[config.mk]
export PLATFORM = sky130hd
export DESIGN_NAME = callerid_check
export DESIGN_NICKNAME = d
export VERILOG_FILES = /design/src/callerid_pkg.sv /design/src/callerid_check.sv
export SDC_FILE = /design/constraint.sdc
export NUM_CORES = 1
export LEC_CHECK = 0
export ABC_AREA = 1
export BUFFER_PORTS_ARGS = -buffer_cell sky130_fd_sc_hd__buf_2
export CAP_MARGIN = 5
export CORE_MARGIN = 2
export CORE_UTILIZATION = 30
export CTS_CLUSTER_DIAMETER = 30
export DETAILED_ROUTE_END_ITERATION = 16
export GPL_ROUTABILITY_DRIVEN = 0
export HOLD_SLACK_MARGIN = 0.1
export PLACE_DENSITY = 0.46
export SETUP_SLACK_MARGIN = 0.4
export SLEW_MARGIN = 25
export SYNTH_ARGS = -nofsm -noshare
export SYNTH_HDL_FRONTEND = slang
export SYNTH_SLANG_ARGS = --single-unit
[constraint.sdc]
create_clock -name clock -period 3.6 [get_ports clock]
set_input_delay 0.72 -clock clock [delete_from_list [all_inputs] [get_ports clock]]
set_output_delay 0.72 -clock clock [all_outputs]
set_load 0.1 [all_outputs]
[src/callerid_pkg.sv]
package callerid_pkg;

  // Clock and timing figures
  localparam int CLOCK_HZ      = 250_000_000;
  localparam int CLOCK_NS      = 4;
  localparam int GAP_MS        = 40;
  localparam int GAP_CYCLES    = CLOCK_HZ / 1000 * GAP_MS;
  localparam int STROBE_NS     = 250;
  localparam int STROBE_CYCLES = (STROBE_NS + CLOCK_NS - 1) / CLOCK_NS;

  // Register map, byte addresses
  localparam logic [3:0]  CTRL_OFFSET   = 4'h0;
  localparam logic [3:0]  STATUS_OFFSET = 4'h4;
  localparam logic [31:0] CTRL_RESET    = 32'h0000_0001;
  localparam int          CTRL_EN_BIT   = 0;

  // Status register field positions
  localparam int ST_WINDOW  = 0;
  localparam int ST_DONE    = 1;
  localparam int ST_PASS    = 2;
  localparam int ST_SUM_ERR = 3;
  localparam int ST_GAP_ERR = 4;
  localparam int ST_PKG_ERR = 5;
  localparam int ST_SUPPLY  = 6;
  localparam int ST_DETECT  = 7;

  // Message type nibbles, appended status words and serial unit widths in bits
  localparam logic [3:0] TYPE_MULTI  = 4'h8;
  localparam logic [3:0] TYPE_SINGLE = 4'h0;
  localparam logic [7:0] CHECK_PASS  = 8'hFF;
  localparam logic [7:0] CHECK_FAIL  = 8'h00;
  localparam logic [3:0] UNIT_HOST   = 4'h8;
  localparam logic [3:0] UNIT_DIALER = 4'h4;

  typedef enum {M_IDLE, M_LEN, M_PTYPE, M_PLEN, M_BODY, M_SUM, M_DRAIN, M_DONE} msg_state_t;

  // Upper nibble decides; lower nibble is ignored
  function automatic logic is_call_type(input logic [7:0] b);
    return (b[7:4] == TYPE_MULTI) || (b[7:4] == TYPE_SINGLE);
  endfunction

endpackage

[src/callerid_check.sv]
// Function
// - Checking starts only after a valid type byte, with output window asserted low.
// - Check result appended last: full byte in host mode, nibble in dialer mode.
// - Status is all ones on pass; a failed check releases the window with no status appended.
// - Any check error releases the window and tri-states serial data at once.
// - Checksum error when running sum is nonzero after the checksum byte.
// - Error when demodulated bit holds 40 ms before checksum; later data dropped.
// - Multi-parameter message errs when last parameter misses the body end.
// - Supply-low detector enabled only during reversal, ring or external wake.
// - At end of wake event, latch detector result on flag on the same edge that disables detector.
// - Host mode only: irq pulses for new call and each byte boundary.
// - Valid call types have upper nibble 1000 or 0000.
// - Each irq pulse is exactly as long as a strobe pulse.
// - With strobe low at irq, strobe returns high before irq releases.
// - Serial data is high impedance whenever the output window is inactive.
// - All logic runs from one clock.
// - Output window released as soon as the final strobe pulse ends.
`timescale 1ns/1ps
module callerid_check
  import callerid_pkg::*;
#(
  parameter int GAP_LIMIT = GAP_CYCLES
)(
  input  wire logic        clock,
  input  wire logic        rst,
  input  wire logic [3:0]  avs_address,
  input  wire logic        avs_read,
  input  wire logic        avs_write,
  input  wire logic [31:0] avs_writedata,
  output logic [31:0]      avs_readdata,
  output logic             avs_waitrequest,
  input  wire logic        dialer_mode,
  input  wire logic        ext_wake_n,
  input  wire logic        supply_low_sense,
  input  wire logic        serial_shift_clock,
  input  wire logic        ring_detect,
  input  wire logic        line_reversal,
  input  wire logic        demod_bit,
  input  wire logic [7:0]  rx_byte,
  input  wire logic        rx_byte_valid,
  output logic             serial_data_o,
  output logic             serial_data_oe_n,
  output logic             output_window_n_o,
  output logic             output_window_n_oe_n,
  output logic             byte_ready_strobe,
  output logic             host_irq_n_o,
  output logic             host_irq_n_oe_n,
  output logic             supply_low_flag,
  output logic             detector_enable
);

  localparam int GW = $clog2(GAP_LIMIT + 1);
  localparam int PW = $clog2(STROBE_CYCLES + 2);

  ////////////////////////////////////////////////////////////////////////////////
  // Pin synchronisers; only stage two and the edge register are read by logic
  logic [3:0] sync1_reg, sync2_reg;
  logic       sck_prev_reg;
  always_ff @(posedge clock or posedge rst)
  begin
    if (rst)
    begin
      sync1_reg    <= 4'h2;
      sync2_reg    <= 4'h2;
      sck_prev_reg <= 1'b0;
    end
    else
    begin
      sync1_reg    <= {serial_shift_clock, supply_low_sense, ext_wake_n, dialer_mode};
      sync2_reg    <= sync1_reg;
      sck_prev_reg <= sync2_reg[3];
    end
  end
  wire dialer_s = sync2_reg[0];
  wire wake_n_s = sync2_reg[1];
  wire low_s    = sync2_reg[2];
  wire sck_fall = sck_prev_reg & ~sync2_reg[3];

  ////////////////////////////////////////////////////////////////////////////////
  // Avalon slave: one wait cycle, then the answer
  logic [31:0] ctrl_reg, ctrl_next, rdata_reg, rdata_next;
  logic        ack_reg, ack_next;
  logic [7:0]  status_bits;
  always_comb
  begin
    ack_next   = (avs_read | avs_write) & ~ack_reg;
    ctrl_next  = ctrl_reg;
    rdata_next = rdata_reg;
    if (ack_next && avs_read)
      rdata_next = (avs_address == CTRL_OFFSET)   ? ctrl_reg :
                   (avs_address == STATUS_OFFSET) ? {24'h000000, status_bits} : 32'h00000000;
    if (ack_reg && avs_write && avs_address == CTRL_OFFSET)  // Lands at the answer edge
      ctrl_next = {31'h00000000, avs_writedata[CTRL_EN_BIT]};
  end
  always_ff @(posedge clock or posedge rst)
  begin
    if (rst)
    begin
      ctrl_reg  <= CTRL_RESET;
      rdata_reg <= 32'h00000000;
      ack_reg   <= 1'b0;
    end
    else
    begin
      ctrl_reg  <= ctrl_next;
      rdata_reg <= rdata_next;
      ack_reg   <= ack_next;
    end
  end
  assign avs_waitrequest = (avs_read | avs_write) & ~ack_reg;
  assign avs_readdata    = rdata_reg;

  ////////////////////////////////////////////////////////////////////////////////
  // Message checker
  msg_state_t  state_reg, state_next;
  logic [7:0]  sum_reg, sum_next, msg_left_reg, msg_left_next, par_left_reg, par_left_next;
  logic        multi_reg, multi_next, pkg_bad_reg, pkg_bad_next, sent_reg, sent_next;
  logic        window_reg, window_next, demod_prev_reg;
  logic [GW-1:0] gap_reg, gap_next;
  logic [5:0]  result_reg, result_next;   // done, pass, sum, gap, pkg, spare
  logic        push, push_final, err_now, call_start, final_end, hold_valid, sum_arrive;
  logic [7:0]  push_data, sum_add;
  logic        wake_rise;                 // Start of a wake event, from the supply section
  wire         gap_hit = (gap_reg == GW'(GAP_LIMIT));
  wire         checking = (state_reg inside {M_LEN, M_PTYPE, M_PLEN, M_BODY, M_SUM});

  always_comb
  begin
    state_next = state_reg; sum_next = sum_reg; msg_left_next = msg_left_reg;
    par_left_next = par_left_reg; multi_next = multi_reg; pkg_bad_next = pkg_bad_reg;
    sent_next = sent_reg; window_next = window_reg; result_next = result_reg;
    push = 1'b0; push_final = 1'b0; push_data = rx_byte; err_now = 1'b0;
    call_start = 1'b0; sum_arrive = 1'b0;
    sum_add = sum_reg + rx_byte;
    gap_next = (!checking || demod_bit != demod_prev_reg) ? '0 :
               (gap_hit ? gap_reg : gap_reg + GW'(1));
    case (state_reg)
      M_IDLE:
        if (rx_byte_valid && is_call_type(rx_byte) && ctrl_reg[CTRL_EN_BIT])
        begin
          state_next = M_LEN; window_next = 1'b1; call_start = 1'b1;
          sum_next = rx_byte; multi_next = (rx_byte[7:4] == TYPE_MULTI);
          pkg_bad_next = 1'b0; sent_next = 1'b0; result_next = 6'h00; push = 1'b1;
        end
      M_LEN, M_PTYPE, M_PLEN, M_BODY:
        if (rx_byte_valid)
        begin
          push = 1'b1; sum_next = sum_add;
          msg_left_next = msg_left_reg - 8'h01;
          if (state_reg == M_LEN)
          begin
            msg_left_next = rx_byte;
            state_next = (rx_byte == 8'h00) ? M_SUM : (multi_reg ? M_PTYPE : M_BODY);
          end
          else if (msg_left_reg == 8'h01)
          begin
            state_next = M_SUM;
            if (multi_reg && (state_reg == M_PTYPE ||
                (state_reg == M_PLEN && rx_byte != 8'h00) ||
                (state_reg == M_BODY && par_left_reg != 8'h01)))
              pkg_bad_next = 1'b1;
          end
          else if (state_reg == M_PTYPE)
            state_next = M_PLEN;
          else if (state_reg == M_PLEN)
          begin
            par_left_next = rx_byte;
            state_next = (rx_byte == 8'h00) ? M_PTYPE : M_BODY;
          end
          else if (multi_reg)
          begin
            par_left_next = par_left_reg - 8'h01;
            if (par_left_reg == 8'h01)
              state_next = M_PTYPE;
          end
        end
      M_SUM:
        if (rx_byte_valid)
        begin
          push = 1'b1; sum_next = sum_add; sum_arrive = 1'b1;
          result_next = {1'b1, (sum_add == 8'h00) && !pkg_bad_reg, sum_add != 8'h00,
                         1'b0, pkg_bad_reg, 1'b0};
          if (sum_add != 8'h00 || pkg_bad_reg)
            err_now = 1'b1;
          else
            state_next = M_DRAIN;
        end
      M_DRAIN:
      begin
        if (!sent_reg && !hold_valid)
        begin
          push = 1'b1; push_final = 1'b1; sent_next = 1'b1;
          push_data = result_reg[4] ? CHECK_PASS : CHECK_FAIL;
        end
        if (final_end)
        begin
          window_next = 1'b0;
          state_next = M_DONE;
        end
      end
      M_DONE:
        if (wake_rise)
          state_next = M_IDLE;
      default:
        state_next = M_IDLE;
    endcase
    if (checking && gap_hit)
    begin
      err_now = 1'b1; push = 1'b0; result_next = 6'b100100;
    end
    if (err_now)
    begin
      window_next = 1'b0; state_next = M_DONE;
    end
  end

  always_ff @(posedge clock or posedge rst)
  begin
    if (rst)
    begin
      state_reg <= M_IDLE; sum_reg <= 8'h00; msg_left_reg <= 8'h00; par_left_reg <= 8'h00;
      multi_reg <= 1'b0; pkg_bad_reg <= 1'b0; sent_reg <= 1'b0; window_reg <= 1'b0;
      result_reg <= 6'h00; gap_reg <= '0; demod_prev_reg <= 1'b1;
    end
    else
    begin
      state_reg <= state_next; sum_reg <= sum_next; msg_left_reg <= msg_left_next;
      par_left_reg <= par_left_next; multi_reg <= multi_next; pkg_bad_reg <= pkg_bad_next;
      sent_reg <= sent_next; window_reg <= window_next; result_reg <= result_next;
      gap_reg <= gap_next; demod_prev_reg <= demod_bit;
    end
  end
  // Open-drain window: drive low while active, else release to the pull-up
  assign output_window_n_o    = 1'b0;
  assign output_window_n_oe_n = ~window_reg;
  assign serial_data_oe_n     = ~window_reg;

  ////////////////////////////////////////////////////////////////////////////////
  // One-unit hold buffer and shifter; units are 8 bits, or 4 in dialer mode
  logic [7:0] hold_reg, hold_next, shift_reg, shift_next;
  logic       hold_valid_reg, hold_valid_next, hold_fin_reg, hold_fin_next;
  logic       cur_fin_reg, cur_fin_next, unit_done;
  logic [3:0] bits_reg, bits_next;
  always_comb
  begin
    hold_next = hold_reg; hold_valid_next = hold_valid_reg; hold_fin_next = hold_fin_reg;
    shift_next = shift_reg; bits_next = bits_reg; cur_fin_next = cur_fin_reg;
    unit_done = 1'b0;
    if (bits_reg != 4'h0 && sck_fall)
    begin
      shift_next = {1'b0, shift_reg[7:1]};
      bits_next  = bits_reg - 4'h1;
      unit_done  = (bits_reg == 4'h1);
    end
    // Load only on a shift clock fall, so bit 0 stands a full half period before
    // the host's rising sample; loading mid-high would lose it to the next fall
    else if (bits_reg == 4'h0 && hold_valid_reg && sck_fall)
    begin
      shift_next = hold_reg; cur_fin_next = hold_fin_reg; hold_valid_next = 1'b0;
      bits_next  = dialer_s ? UNIT_DIALER : UNIT_HOST;
    end
    if (push)
    begin
      hold_next = push_data; hold_valid_next = 1'b1; hold_fin_next = push_final;
    end
    if (err_now)
    begin
      hold_valid_next = 1'b0; bits_next = 4'h0;
    end
  end
  always_ff @(posedge clock or posedge rst)
  begin
    if (rst)
    begin
      hold_reg <= 8'h00; hold_valid_reg <= 1'b0; hold_fin_reg <= 1'b0;
      shift_reg <= 8'h00; bits_reg <= 4'h0; cur_fin_reg <= 1'b0;
    end
    else
    begin
      hold_reg <= hold_next; hold_valid_reg <= hold_valid_next; hold_fin_reg <= hold_fin_next;
      shift_reg <= shift_next; bits_reg <= bits_next; cur_fin_reg <= cur_fin_next;
    end
  end
  assign hold_valid    = hold_valid_reg;
  assign serial_data_o = shift_reg[0];

  ////////////////////////////////////////////////////////////////////////////////
  // Strobe and irq pulses; at unit boundaries irq trails the strobe by one cycle, same width
  logic [PW-1:0] pcnt_reg, pcnt_next;
  logic          bound_reg, bound_next, pfin_reg, pfin_next, strobe_reg, strobe_next;
  logic          irq_reg, irq_next;
  always_comb
  begin
    pcnt_next = pcnt_reg; bound_next = bound_reg; pfin_next = pfin_reg;
    if (pcnt_reg != '0)
      pcnt_next = (pcnt_reg == PW'(STROBE_CYCLES + 1)) ? '0 : pcnt_reg + PW'(1);
    if (unit_done || call_start)
    begin
      pcnt_next = PW'(1); bound_next = unit_done; pfin_next = unit_done & cur_fin_reg;
    end
    strobe_next = !(bound_next && pcnt_next != '0 && pcnt_next <= PW'(STROBE_CYCLES));
    irq_next = !dialer_s && (bound_next ? (pcnt_next >= PW'(2))
                                        : (pcnt_next != '0 && pcnt_next <= PW'(STROBE_CYCLES)));
  end
  always_ff @(posedge clock or posedge rst)
  begin
    if (rst)
    begin
      pcnt_reg <= '0; bound_reg <= 1'b0; pfin_reg <= 1'b0;
      strobe_reg <= 1'b1; irq_reg <= 1'b0;
    end
    else
    begin
      pcnt_reg <= pcnt_next; bound_reg <= bound_next; pfin_reg <= pfin_next;
      strobe_reg <= strobe_next; irq_reg <= irq_next;
    end
  end
  assign final_end         = pfin_reg && bound_reg && pcnt_reg == PW'(STROBE_CYCLES);
  assign byte_ready_strobe = strobe_reg;
  assign host_irq_n_o      = 1'b0;
  assign host_irq_n_oe_n   = ~irq_reg;

  ////////////////////////////////////////////////////////////////////////////////
  // Supply-low detector window and latch
  logic det_reg, det_next, flag_reg, flag_next;
  wire  wake_any  = ring_detect | line_reversal | ~wake_n_s;
  assign wake_rise = wake_any & ~det_reg;
  always_comb
  begin
    det_next  = wake_any;
    flag_next = (det_reg && !wake_any) ? low_s : flag_reg;
  end
  always_ff @(posedge clock or posedge rst)
  begin
    if (rst)
    begin
      det_reg  <= 1'b0;
      flag_reg <= 1'b0;
    end
    else
    begin
      det_reg  <= det_next;
      flag_reg <= flag_next;
    end
  end
  assign supply_low_flag = flag_reg;
  assign detector_enable = det_reg;
  // Status: window, done, pass, sum error, gap error, package error, flag, detector
  assign status_bits = {det_reg, flag_reg, result_reg[1], result_reg[2], result_reg[3],
                        result_reg[4], result_reg[5], window_reg};
endmodule // callerid_check

==> summary.md <==
| Metric | Value |
|---|---|
| Status | complete, no violations |
| Setup bufs post-CTS | 0 |
| Max-Cap Viols | 0 |
| Die Area | 0.0228 mm2 |
| DRT Pass-1 Iters | 5 |
| Crit-path slowest cell | fa_1 |
| TritonCTS clock tree | yes |
| Vias in the first global route | 5241 |
| Core area | 0.0212 mm2 |
| I/O pin count | 98 |
| GRT Overall Usage | 14.8% |
| Xor and xnor area share after synthesis | 1.62% |
| Via Count | 5394 |
| Final hold violation count | 0 |
| First-pass GRT wire length | 26.2 mm |
| Count of different cell masters after synthesis | 46 |
| Syn Inst Count | 825 |
| Critical Path Most Common Cell | nand2_1 |
| Startpoint types | input port |
| Setup ws final | 0.794 ns |
| CTS HTree Levels | 4 |
| Chip Width | 151 um |
| Worst Setup SP | rx_byte[0] |
| Initial Util | 30.7% |
| Post-Route Setup TNS | 0 ns |
| Compound-Gate Fraction of Synth Area | 13.1% |
| Clock-pin slew on the worst setup and hold paths | 0.06 ns |
| Tmin final | 2.81 ns |
| Cell breakdown of the critical path | buf_2 > ha_1 > fa_1 > or2_2 > nor2_1 > nand3_1 > nor2_1 > nand3_1 > a21oi_2 > nand2_1 > nand2_2 > nand2_1 > nand2_1 |
| CP required | 3.96 ns |
| Largest net degree at the start of global routing | 117 |
| Initial antenna violation count | 0 |
| Max incr delay on CP | 0.47 ns |
| Setup slack, reg-to-reg | 0.84 ns |
| Drt drc | 0 |
| Unrepaired setup endpoints after global routing | no |
| Clk_lat worst skew | 0.43 ns |
| Commonest cells after routing, fill and taps aside | 164 x nand2_1, 111 x inv_1, 111 x dfrtp_1, 83 x nor2_1, 65 x o21ai_0 |
| Clk root buf | clkbuf_16 |
| Sequential Area | 0.00291 mm2 |
| Syn_area_per_cell | 7.86 um2 |
| Post-cts sizing count | 0 |
| # fillers | 2203 |
| Tightest Pin Transition | 0.661 ns |
| WP buf/inv | 1 |
| Leak | 3.64 nW |
| Via density | 4.62 |
| Final worst-path cycle share | 78.0% |
| Placed Instances | 1135 |
| Worst flop-to-flop path startpoint | sum_reg[0] |
| PwrDens | 812 mW/mm2 |
| Detailed Route WL | 15.7 mm |
| Most common cell after layout, fill and taps aside | nand2_1 |
| Post-DP HPWL | 11.5 mm |
| Initial DRC Count | 253 |
| Core Rows | 53 |
| Max reg flops | 24 |
| Synthesis warning total | 0 |
| Remaining antenna violation count | 0 |
| Max-slew violations | 0 |
| CP Capture Type | flip-flop |
| Placed inst area | 0.00694 mm2 |
| Hold Path Class | flip-flop to flip-flop |
| Synth Area in Simple Gates | 25.7% |
| Area added between synthesis and finish | 16.0% |
| Setup WS pre-CTS | 0.347 ns |
| Fmax | 356 MHz |
| Syn Std Cell Area | 0.00649 mm2 |
| Relative slew margins | 56.0% |
| Crit path kind | input port to flip-flop |
| # setup viols final | 0 |
| Remaining global-route overflow | 0 |
| Finished Cell Area | 0.00753 mm2 |
| CP arrival | 3.16 ns |
| Area occupied by multi-input gates | 0.00298 mm2 |
| Largest family of logic cells by synthesized area | simple AND/OR/NAND/NOR gates |
| Post-synthesis adder-cell area fraction | 3.78% |
| Peak supply drop | 0.332 mV |
| CTS Sinks | 116 |
| WL/cell | 13.4 um |
| Max Root-Sink Buffers | 2 |
| Critical-path maximum fanout | 4 |
| Ant. Diodes | 0 |
| Die Ht | 151 um |
| Seq cells post-synth | 116 |
| # hold bufs at CTS | 0 |
| Number of port buffers | 40 |
| Cell Count, Final, Fillers Out | 1167 |
| Layout cells sized above 1 | 13.2% |
| Post-synthesis mux area share | 0.174% |
| Cts bufs inserted | 17 |
| CP top delay family | simple AND/OR/NAND/NOR gates |
| Clock Skews | 0.0101 ns |
| Critical hold path startpoint | sync1_reg[3] |
| Final nets | 954 |
| Register area share after synthesis | 44.8% |
layout make-up:
| cell class | instances | area share [%] |
|---|---|---|
| repair buffers | 45 | 3.33 |
| clock buffers | 17 | 5.65 |
| clock inverters | 15 | 2.13 |
| multi-input cells | 577 | 39.5 |
| flip-flops and latches | 116 | 38.7 |
| inverters | 122 | 6.13 |
| well taps | 275 | 4.57 |
cells in the mapped netlist, drive strengths merged:
master	count	area, um2
xnor2	3	26.3
mux2	1	11.3
a22o	3	26.3
o21bai	1	7.51
nor4b	1	8.76
or2	5	31.3
conb	1	3.75
nor4	9	56.3
nand3	63	315
fa	1	20.0
a211oi	1	20.0
o221ai	5	43.8
inv	122	458
a31oi	7	43.8
nor2	90	375
dfrtp	111	2780
nor3b	1	7.51
dfstp	5	131
nand3b	2	15.0
a21o	1	7.51
clkbuf	5	18.8
and3	1	6.26
o211ai	11	82.6
o22ai	4	25.0
o21ai	66	330
nand4	15	93.8
a221oi	1	8.76
ha	18	225
a21oi	35	183
o31ai	3	22.5
xor2	9	78.8
nor3	18	100
a32o	3	30.0
nand2	171	659
buf	30	220
a22oi	1	7.51
a31o	1	8.76
report_power, final:
part           internal [mW]  leakage, nW  switching, mW
combinational          0.787         1.91           1.67
clock                   1.02        0.283          0.660
sequential              1.70         1.45          0.269
stage by stage:
step / total power [mW] / hold WS (ns) / utilization (%)
final: 6.11 / 0.349 / 35.6
after global routing: 6.63 / 0.353 / 35.6
after CTS: 6.19 / 0.352 / 35.6
after detailed placement: 4.47 / 0.340 / 32.8
after global placement: 4.47 / 0.336 / 32.8
after floorplan: 3.94 / 0.331 / -
worst paths after layout:
check,end,depth (start not counted)
worst min-delay path,sync2_reg[3],0
min in group asynchronous,sum_reg[4],3
max in group asynchronous,hold_reg[2],3
worst min register to register,sync2_reg[3],0
worst max-delay path,state_reg[0],13
worst max register to register,state_reg[0],12
logic make-up after synthesis:
| logic type | Yosys count |
|---|---|
| and+or+nand+nor | 376 |
| buffers and inverters | 157 |
| AOI/OAI and AO/OA | 143 |
| DFF | 116 |
| adders and majority gates | 19 |
| xor gates and xnor gates | 12 |
| other | 1 |
| muxes | 1 |
routing by layer:
layer / part of all wire [%] / global-route usage [%] / up-vias
li1: - / - / 2789
met1: 47 / 19.0 / 2505
met2: 47 / 24.2 / 76
met3: 3.4 / 3.73 / 24
met4: 2.1 / 5.14 / 0
met5: 0 / 0 / -
Power figures use the tool's default switching activity.
